`config.mk`:
```
export PLATFORM = sky130hd
export DESIGN_NAME = sbr_rate_generator
export DESIGN_NICKNAME = d
export VERILOG_FILES = /design/src/logic/sbr_prescaler.v /design/src/logic/sbr_rate_divider.v /design/src/logic/sbr_rate_generator.v
export VERILOG_INCLUDE_DIRS = /design/src /design/src/logic
export SDC_FILE = /design/constraint.sdc
export NUM_CORES = 1
export LEC_CHECK = 0
export ABC_AREA = 0
export BUFFER_PORTS_ARGS = -buffer_cell sky130_fd_sc_hd__buf_2
export CORE_MARGIN = 2
export CORE_UTILIZATION = 47
export DETAILED_ROUTE_END_ITERATION = 16
export MAX_ROUTING_LAYER = met4
export PLACE_DENSITY_LB_ADDON = 0.05
export RECOVER_POWER = 50
export SYNTH_ARGS = -nofsm -noshare
export SYNTH_HDL_FRONTEND = slang
export SYNTH_HIERARCHICAL = 1
export SYNTH_SLANG_ARGS = --single-unit
export TNS_END_PERCENT = 10
```
`constraint.sdc`:
```
create_clock -name clock -period 2.07 [get_ports clock]
set_input_delay 0.1035 -clock clock [delete_from_list [all_inputs] [get_ports clock]]
set_output_delay 0.1035 -clock clock [all_outputs]
set_load 0.1 [all_outputs]
```
`src/logic/sbr_map.vh`:
```
// register map, field layout and divider constants of the serial rate generator
`ifndef SBR_MAP_VH
`define SBR_MAP_VH

// ----------------------------------------------------------------
// register map
// ----------------------------------------------------------------
`define SBR_ADDR_W          4
`define SBR_RATE_SELECT     4'h0
`define SBR_RATE_STATUS     4'h1
`define SBR_RATE_SELECT_RST 8'h00

// ----------------------------------------------------------------
// field positions in serial_rate_select
// ----------------------------------------------------------------
`define SBR_PRESCALE_HI     5
`define SBR_PRESCALE_LO     4
`define SBR_RATE_HI         2
`define SBR_RATE_LO         0

// ----------------------------------------------------------------
// divider constants
// ----------------------------------------------------------------
`define SBR_FIXED_DIV       64
`define SBR_FIXED_DIV_W     6
`define SBR_PRE_DIV_1       4'h0
`define SBR_PRE_DIV_3       4'h2
`define SBR_PRE_DIV_4       4'h3
`define SBR_PRE_DIV_13      4'hC
`define SBR_PRE_W           4
`define SBR_RATE_W          7

`endif

```
`src/logic/sbr_prescaler.v`:
```
// prescaler stage: divides an enable stream by 1, 3, 4 or 13
`timescale 1ns/1ps
`include "sbr_map.vh"

module sbr_prescaler (
    // clock and reset
    input  wire       clock,
    input  wire       rst,
    // control
    input  wire [1:0] prescale_select,
    input  wire       tick_in,
    // output
    output reg        tick_out
);

    reg  [`SBR_PRE_W-1:0] count_reg;
    reg  [`SBR_PRE_W-1:0] reload;

    // ----------------------------------------------------------------
    // divisor decode
    // ----------------------------------------------------------------
    // reload is count-1 so the counter wraps at the divisor
    always @* begin
        case (prescale_select)
            2'b00:   reload = `SBR_PRE_DIV_1;
            2'b01:   reload = `SBR_PRE_DIV_3;
            2'b10:   reload = `SBR_PRE_DIV_4;
            2'b11:   reload = `SBR_PRE_DIV_13;
            default: reload = `SBR_PRE_DIV_1;
        endcase
    end

    // ----------------------------------------------------------------
    // down counter
    // ----------------------------------------------------------------
    // the new divisor is only loaded at terminal count, so a field change never glitches
    always @(posedge clock) begin
        if (rst) begin
            count_reg <= `SBR_PRE_DIV_1;
            tick_out  <= 1'b0;
        end else begin
            tick_out <= 1'b0;
            if (tick_in) begin
                if (count_reg == {`SBR_PRE_W{1'b0}}) begin
                    count_reg <= reload;
                    tick_out  <= 1'b1;
                end else begin
                    count_reg <= count_reg - 4'h1;
                end
            end
        end
    end

endmodule // sbr_prescaler

```
`src/logic/sbr_rate_divider.v`:
```
// rate stage: divides an enable stream by a power of two from 1 to 128
`timescale 1ns/1ps
`include "sbr_map.vh"

module sbr_rate_divider (
    // clock and reset
    input  wire       clock,
    input  wire       rst,
    // control
    input  wire [2:0] rate_select,
    input  wire       tick_in,
    // output
    output reg        tick_out
);

    reg  [`SBR_RATE_W-1:0] count_reg;
    wire [`SBR_RATE_W-1:0] reload;

    // ----------------------------------------------------------------
    // divisor decode
    // ----------------------------------------------------------------
    // 2^n - 1 as reload value
    assign reload = ~({`SBR_RATE_W{1'b1}} << rate_select);

    // ----------------------------------------------------------------
    // down counter
    // ----------------------------------------------------------------
    always @(posedge clock) begin
        if (rst) begin
            count_reg <= {`SBR_RATE_W{1'b0}};
            tick_out  <= 1'b0;
        end else begin
            tick_out <= 1'b0;
            if (tick_in) begin
                if (count_reg == {`SBR_RATE_W{1'b0}}) begin
                    count_reg <= reload;
                    tick_out  <= 1'b1;
                end else begin
                    count_reg <= count_reg - 7'h01;
                end
            end
        end
    end

endmodule // sbr_rate_divider

```
`src/logic/sbr_rate_generator.v`:
```
// serial rate generator: register port plus the divider cascade
//
// Overview of operation
// One rate setting drives both receiver and transmitter through a single shared rate tick.
// Prescale select 00, 01, 10, 11 divides by 1, 3, 4 and 13.
// Reset clears the prescale select field, which stays readable and writable.
// Rate select is a power-of-two divisor from 1 to 128, read/write, cleared by reset.
// Bit rate is the input clock divided by 64 times prescale divisor times rate divisor.
// The divider is a cascade of enable-pulse counters and new settings load at reload.
//
// The register addresses and the plain strobed port were left to the implementer.
`timescale 1ns/1ps
`include "sbr_map.vh"

module sbr_rate_generator (
    // clock and reset
    input  wire                   clock,
    input  wire                   rst,
    // register port
    input  wire [`SBR_ADDR_W-1:0] addr,
    input  wire [7:0]             wr_data,
    input  wire                   wr_en,
    input  wire                   rd_en,
    output reg  [7:0]             rd_data,
    // rate enables
    output reg                    rx_rate_tick,
    output reg                    tx_rate_tick
);

    // ----------------------------------------------------------------
    // state
    // ----------------------------------------------------------------
    reg  [7:0]                  serial_rate_select_reg;
    reg  [`SBR_FIXED_DIV_W-1:0] fixed_count_reg;
    reg                         fixed_tick_reg;
    reg  [7:0]                  tick_count_reg;
    wire                        pre_tick;
    wire                        rate_tick;
    wire [1:0]                  prescale_select;
    wire [2:0]                  rate_select;

    assign prescale_select = serial_rate_select_reg[`SBR_PRESCALE_HI:`SBR_PRESCALE_LO];
    assign rate_select     = serial_rate_select_reg[`SBR_RATE_HI:`SBR_RATE_LO];

    // ----------------------------------------------------------------
    // register writes
    // ----------------------------------------------------------------
    // unused bits are not stored so they always read zero
    always @(posedge clock) begin
        if (rst) begin
            serial_rate_select_reg <= `SBR_RATE_SELECT_RST;
        end else if (wr_en && addr == `SBR_RATE_SELECT) begin
            serial_rate_select_reg <= {2'b00, wr_data[`SBR_PRESCALE_HI:`SBR_PRESCALE_LO],
                                       1'b0, wr_data[`SBR_RATE_HI:`SBR_RATE_LO]};
        end
    end

    // ----------------------------------------------------------------
    // register reads
    // ----------------------------------------------------------------
    // status word counts rate ticks so software can see the generator run
    always @(posedge clock) begin
        if (rst) begin
            rd_data <= 8'h00;
        end else if (rd_en) begin
            case (addr)
                `SBR_RATE_SELECT: rd_data <= serial_rate_select_reg;
                `SBR_RATE_STATUS: rd_data <= tick_count_reg;
                default:          rd_data <= 8'h00;
            endcase
        end else begin
            rd_data <= 8'h00;
        end
    end

    // ----------------------------------------------------------------
    // fixed divide by 64
    // ----------------------------------------------------------------
    // free running, the variable stages after it only see its enable
    always @(posedge clock) begin
        if (rst) begin
            fixed_count_reg <= {`SBR_FIXED_DIV_W{1'b0}};
            fixed_tick_reg  <= 1'b0;
        end else begin
            fixed_count_reg <= fixed_count_reg + 6'h01;
            fixed_tick_reg  <= (fixed_count_reg == 6'h3F);
        end
    end

    // ----------------------------------------------------------------
    // variable stages
    // ----------------------------------------------------------------
    sbr_prescaler u_prescaler (
        .clock           (clock),
        .rst             (rst),
        .prescale_select (prescale_select),
        .tick_in         (fixed_tick_reg),
        .tick_out        (pre_tick)
    );

    sbr_rate_divider u_rate_divider (
        .clock       (clock),
        .rst         (rst),
        .rate_select (rate_select),
        .tick_in     (pre_tick),
        .tick_out    (rate_tick)
    );

    // ----------------------------------------------------------------
    // shared output
    // ----------------------------------------------------------------
    // both directions take the same registered tick, so they never drift apart
    always @(posedge clock) begin
        if (rst) begin
            rx_rate_tick   <= 1'b0;
            tx_rate_tick   <= 1'b0;
            tick_count_reg <= 8'h00;
        end else begin
            rx_rate_tick <= rate_tick;
            tx_rate_tick <= rate_tick;
            if (rate_tick) begin
                tick_count_reg <= tick_count_reg + 8'h01;
            end
        end
    end

endmodule // sbr_rate_generator

```
=== Yosys cells after proc, flatten, opt, wreduce, memory -nomap -nowiden ===
Cells that the tools add are included.
Widths: inputs -> output; s select.

* Flip-flop bits (word level): 42
* Input port bits: 16
* Output and inout bits: 10
* Word-level logic and storage cells: 38

* Add/subtract/negate cells: 4
* Equality and inequality tests: 5
* Shift operators: 1
* Multiplexer cells: 6
* Bitwise gates (word level): 4
* Reduce and logical (&&, ||, !) cells: 8

{| class="wikitable"
|+ Operators with widths
! cell !! count
|-
| $pmux 4 s4 || 1
|-
| $pmux 8 s2 || 1
|-
| $add 8x1->8 const B || 1
|-
| $logic_not 4->1 || 2
|-
| $logic_not 7->1 || 1
|-
| $mux 7 || 1
|-
| $not 7->7 || 1
|-
| $shl 7x3->7 const A || 1
|-
| $sub 7x1->7 const B || 1
|-
| $add 6x1->6 const B || 1
|-
| $eq 6x6->1 const B || 1
|-
| $reduce_or 2->1 || 3
|-
| $eq 2x2->1 const B || 2
|-
| $eq 4x1->1 const B || 1
|-
| $mux 4 || 1
|-
| $sub 4x1->4 const B || 1
|-
| $not 1->1 || 3
|-
| $eq 2x1->1 const B || 1
|-
| $logic_not 2->1 || 1
|-
| $mux 1 || 2
|-
| $logic_and 1x1->1 || 1
|}

=== Logic depth before layout (Yosys ltp) ===
* Word-level depth: 3
* Gate-level depth with buffers: 6
* Mapped depth without buffers: 6

=== By module ===
Netlist, hierarchy kept.

{| class="wikitable"
|+ Modules (own cells, without submodules)
! module !! instances !! cells an instance !! area an instance (µm²) !! seq. area each (µm²)
|-
| sbr_rate_generator || 1 || 107 || 1,097.3 || 580.6
|-
| sbr_rate_divider || 1 || 55 || 508.0 || 160.2
|-
| sbr_prescaler || 1 || 33 || 300.3 || 100.1
|}

=== Least setup slack after synthesis ===
Ideal clock, no wire load.

* Path type: register to register
* From: register u_rate_divider.count_reg[0]
* To: register u_rate_divider.count_reg[1]
* Setup time: 95 ps
* Arrival time: 1,394 ps
* Data required time: 1,975 ps
* Setup slack: 581 ps
* Cell stages (with the launch flop): 7
* Buffers on the path: 0
* Period minus slack after synthesis: 1,489 ps
* Cells stage by stage: dfxtp_1 -> inv_1 -> ha_1 -> nand2b_1 -> nor2_8 -> or4b_1 -> o311ai_1

* Cells in the longest elaborated chain, start to end: 2
* Elaborated cells between the ends (all ways): 3
* Classes of those cells: add/sub: 1; mux: 1; reduce/logical: 1

{| class="wikitable"
|+ Ends and longest elaborated chain
! element !! line !! RTL
|-
| start: declaration || sbr_rate_divider.v:16 || <nowiki>reg [`SBR_RATE_W-1:0] count_reg;</nowiki>
|-
| start signal: assignment || sbr_rate_divider.v:30 || <nowiki>count_reg <= {`SBR_RATE_W{1'b0}};</nowiki>
|-
| start signal: assignment || sbr_rate_divider.v:36 || <nowiki>count_reg <= reload;</nowiki>
|-
| start signal: assignment || sbr_rate_divider.v:39 || <nowiki>count_reg <= count_reg - 7'h01;</nowiki>
|-
| $sub 7x1->7 / $logic_not 7->1 (equally long branches) || sbr_rate_divider.v:39, sbr_rate_divider.v:35 ||
|-
| $mux 7 (*) || sbr_rate_divider.v:35 || <nowiki>if (count_reg == {`SBR_RATE_W{1'b0}}) begin</nowiki>
|}

Every way passes the cells marked *; elsewhere a longest branch is shown, timed or not.
A chain may end at the register's enable or synchronous reset.

=== Final worst setup path ===
Ends and elaborated chain as after synthesis.

==> impl_metrics.ini <==
[sta]
worst_pin_slew_ps = 1170
fin_tns_setup_ps = 0
finalSetupViolations = 0
rsz0062_at_grt = false
period_share_pct = 80.2
slew_viol_final = 0
finClkSkew_ps = 2.49
period_needed_ps = 1660
worst_slack_ps = 411
finalHoldViolations = 0
relSlewSlack_pct = 22.0
max_freq_mhz = 603

[synthesis]
synth-warning-count = 6
ys_seq_area_share_pct = 44.1
syn_area_um2 = 1910
ys_seq_elements = 42
syn_nets = 218
async_flop_share_pct = 0
synth.distinct_cells = 53
synth_ff_type = dfxtp_1
syn_inst = 195
syn_avg_cell_area_um2 = 9.77
synth_edf_count = 0

[worst_setup_path]
path_max_fanout = 7
arrival_ps = 1860
crit_start = u_rate_divider/count_reg[0]
worstReg2RegStart = u_rate_divider/count_reg[0]
crit_path_start_kind = register
r2r_setup_slack_ps = 410
worstSetupPathType = reg2reg
end_kind = register
rr_worst_depth = 6
crit_required_ps = 2270
reg2reg_to = u_rate_divider/count_reg[1]
cp-endpoint = u_rate_divider/count_reg[1]

[clock_network]
cts_buffer_depth = 2
holdBufCountCts = 0
post-cts-setup-buffers = 0
htree_num_levels = 2
clk_pin_slew_worst_paths_ps = 80
ctsResizeCount = 0
clkLatencyLatePin_ps = 290
cts_buffers = 5
cts_tree = done
cts_root_buf = clkbuf_8
clock_sinks = 42

[layout]
drive_above_1_share_pct = 14.5
most-common-layout-cells = dfxtp_1 (42), nor2_1 (17), buf_2 (16)
multiInputGateArea_um2 = 978
fillers = 366
diodes = 0
area_growth_syn_to_layout_pct = 11.9
layout.nets = 242
final_common_cell = dfxtp_1
final_area_um2 = 2130
regArea_um2 = 841

[die]
coreArea_um2 = 3940
die_w_um = 67.7
die_h_um = 67.7
initial_core_util_pct = 48.3
rows = 23
die_area_um2 = 4580
ios = 26

[routing]
dr.pass1.iters = 4
drt_iter0_drc = 66
drc_errors = 0
antenna_left = 0
routed_wl_mm = 3.62
vias = 1487
wl_per_cell_um = 13.4
routed_via_density = 5.51

[global_routing]
grt_max_degree = 40
grt_pass1_wl_mm = 6.13
grt_overflow_total = 0
antenna_found_initial = 0
grt_pass1_vias = 1446
grtUsageTotal_pct = 18.5

[pwr]
vdd_drop_max_v = 0.000294
p_total_uw = 1500
power.leakage_uw = 0.000790
p_per_area_nw_per_um2 = 705

[placed_design]
gp_congestion = 0.835
dpl_cell_area_um2 = 2050
post-place-ws_ps = 448
hpwl_mm = 2.60
port_buffers = 22

[status]
status = completed

[run]
cap_violations = 0

[hold_path]
min_path_type = in2reg
## cell type report
class	count	area share [%]
well taps	50	2.93
flip-flops and latches	42	39.4
clock buffers	6	3.40
multi-input cells	139	45.9
repair buffers	23	5.16
inverters	8	1.41
clock inverters	2	1.76
## where the power goes
part           switching [µW]  internal [µW]  leakage, µW
sequential               5.77            813     0.000339
clock                     278            360    0.0000514
combinational            25.3           20.2     0.000400
## metal layers
layer  track usage (%)  up-vias  share of wire [%]
met5                 -        -                  0
met4              7.40        0                1.5
met3              4.50        5                4.0
met2              31.1       29                 48
met1              20.9      699                 47
li1                  -      754                  -
## cell usage after synthesis, types with 2 or more instances
cell | number | area [µm²]
o21ai_1 | 5 | 25.0
clkbuf_1 | 4 | 15.0
dfxtp_1 | 42 | 841
mux2i_1 | 3 | 30.0
o21ai_0 | 4 | 20.0
ha_1 | 7 | 87.6
xnor2_1 | 3 | 26.3
a21oi_1 | 7 | 35.0
nor2b_1 | 5 | 31.3
xor2_1 | 4 | 35.0
nand2_1 | 8 | 30.0
nand4b_1 | 5 | 43.8
nand4_1 | 4 | 25.0
nand2b_1 | 11 | 68.8
inv_1 | 8 | 30.0
nand3_1 | 5 | 25.0
a311oi_1 | 4 | 35.0
a22o_1 | 5 | 43.8
and3_1 | 2 | 12.5
nor2_1 | 17 | 63.8
nor3_1 | 2 | 10.0
and2_1 | 6 | 37.5
or3_1 | 4 | 25.0
## worst max-delay path, stage by stage, from the launching register on
cell and delay [ps]:
dfxtp_1 380, inv_1 80, ha_1 230, nand2b_1 220, nor2_8 80, or4b_1 490
o311ai_1 90
## worst min path at each step
stage	depth (start not counted)	start	end	slack [ps]
6_report	3	wr_data[2]	serial_rate_select_reg[2]	70
5_1_grt	3	wr_data[4]	serial_rate_select_reg[4]	90
4_1_cts	3	wr_data[2]	serial_rate_select_reg[2]	70
3_5_place_dp	3	wr_data[2]	serial_rate_select_reg[2]	380
3_3_place_gp	3	wr_data[0]	serial_rate_select_reg[0]	400
2_1_floorplan	1	rst	u_rate_divider/count_reg[0]	170
## per-stage QoR
stage | hold WS, ps | std cells | util (%)
global route | 90.9 | 270 | 54.1
floorplan | 172 | 195 | -
CTS | 71.9 | 270 | 54.8
global placement | 398 | 262 | 52.0
finish | 72.4 | 270 | 54.1
detailed placement | 380 | 262 | 52.0
## cell families (layout without fill, tap and decap cells)
| kind of cell | count (synthesis) | after routing | synth area share [%] |
|---|---|---|---|
| muxes | 5 | 5 | 2.76 |
| adders and majority gates | 7 | 7 | 4.60 |
| and+or+nand+nor | 83 | 83 | 28.1 |
| AOI/OAI and AO/OA | 37 | 37 | 13.9 |
| buffers and inverters | 14 | 39 | 3.35 |
| DFF | 42 | 42 | 44.1 |
| xor gates and xnor gates | 7 | 7 | 3.22 |
No activity file was read; power rests on OpenSTA's default activity.
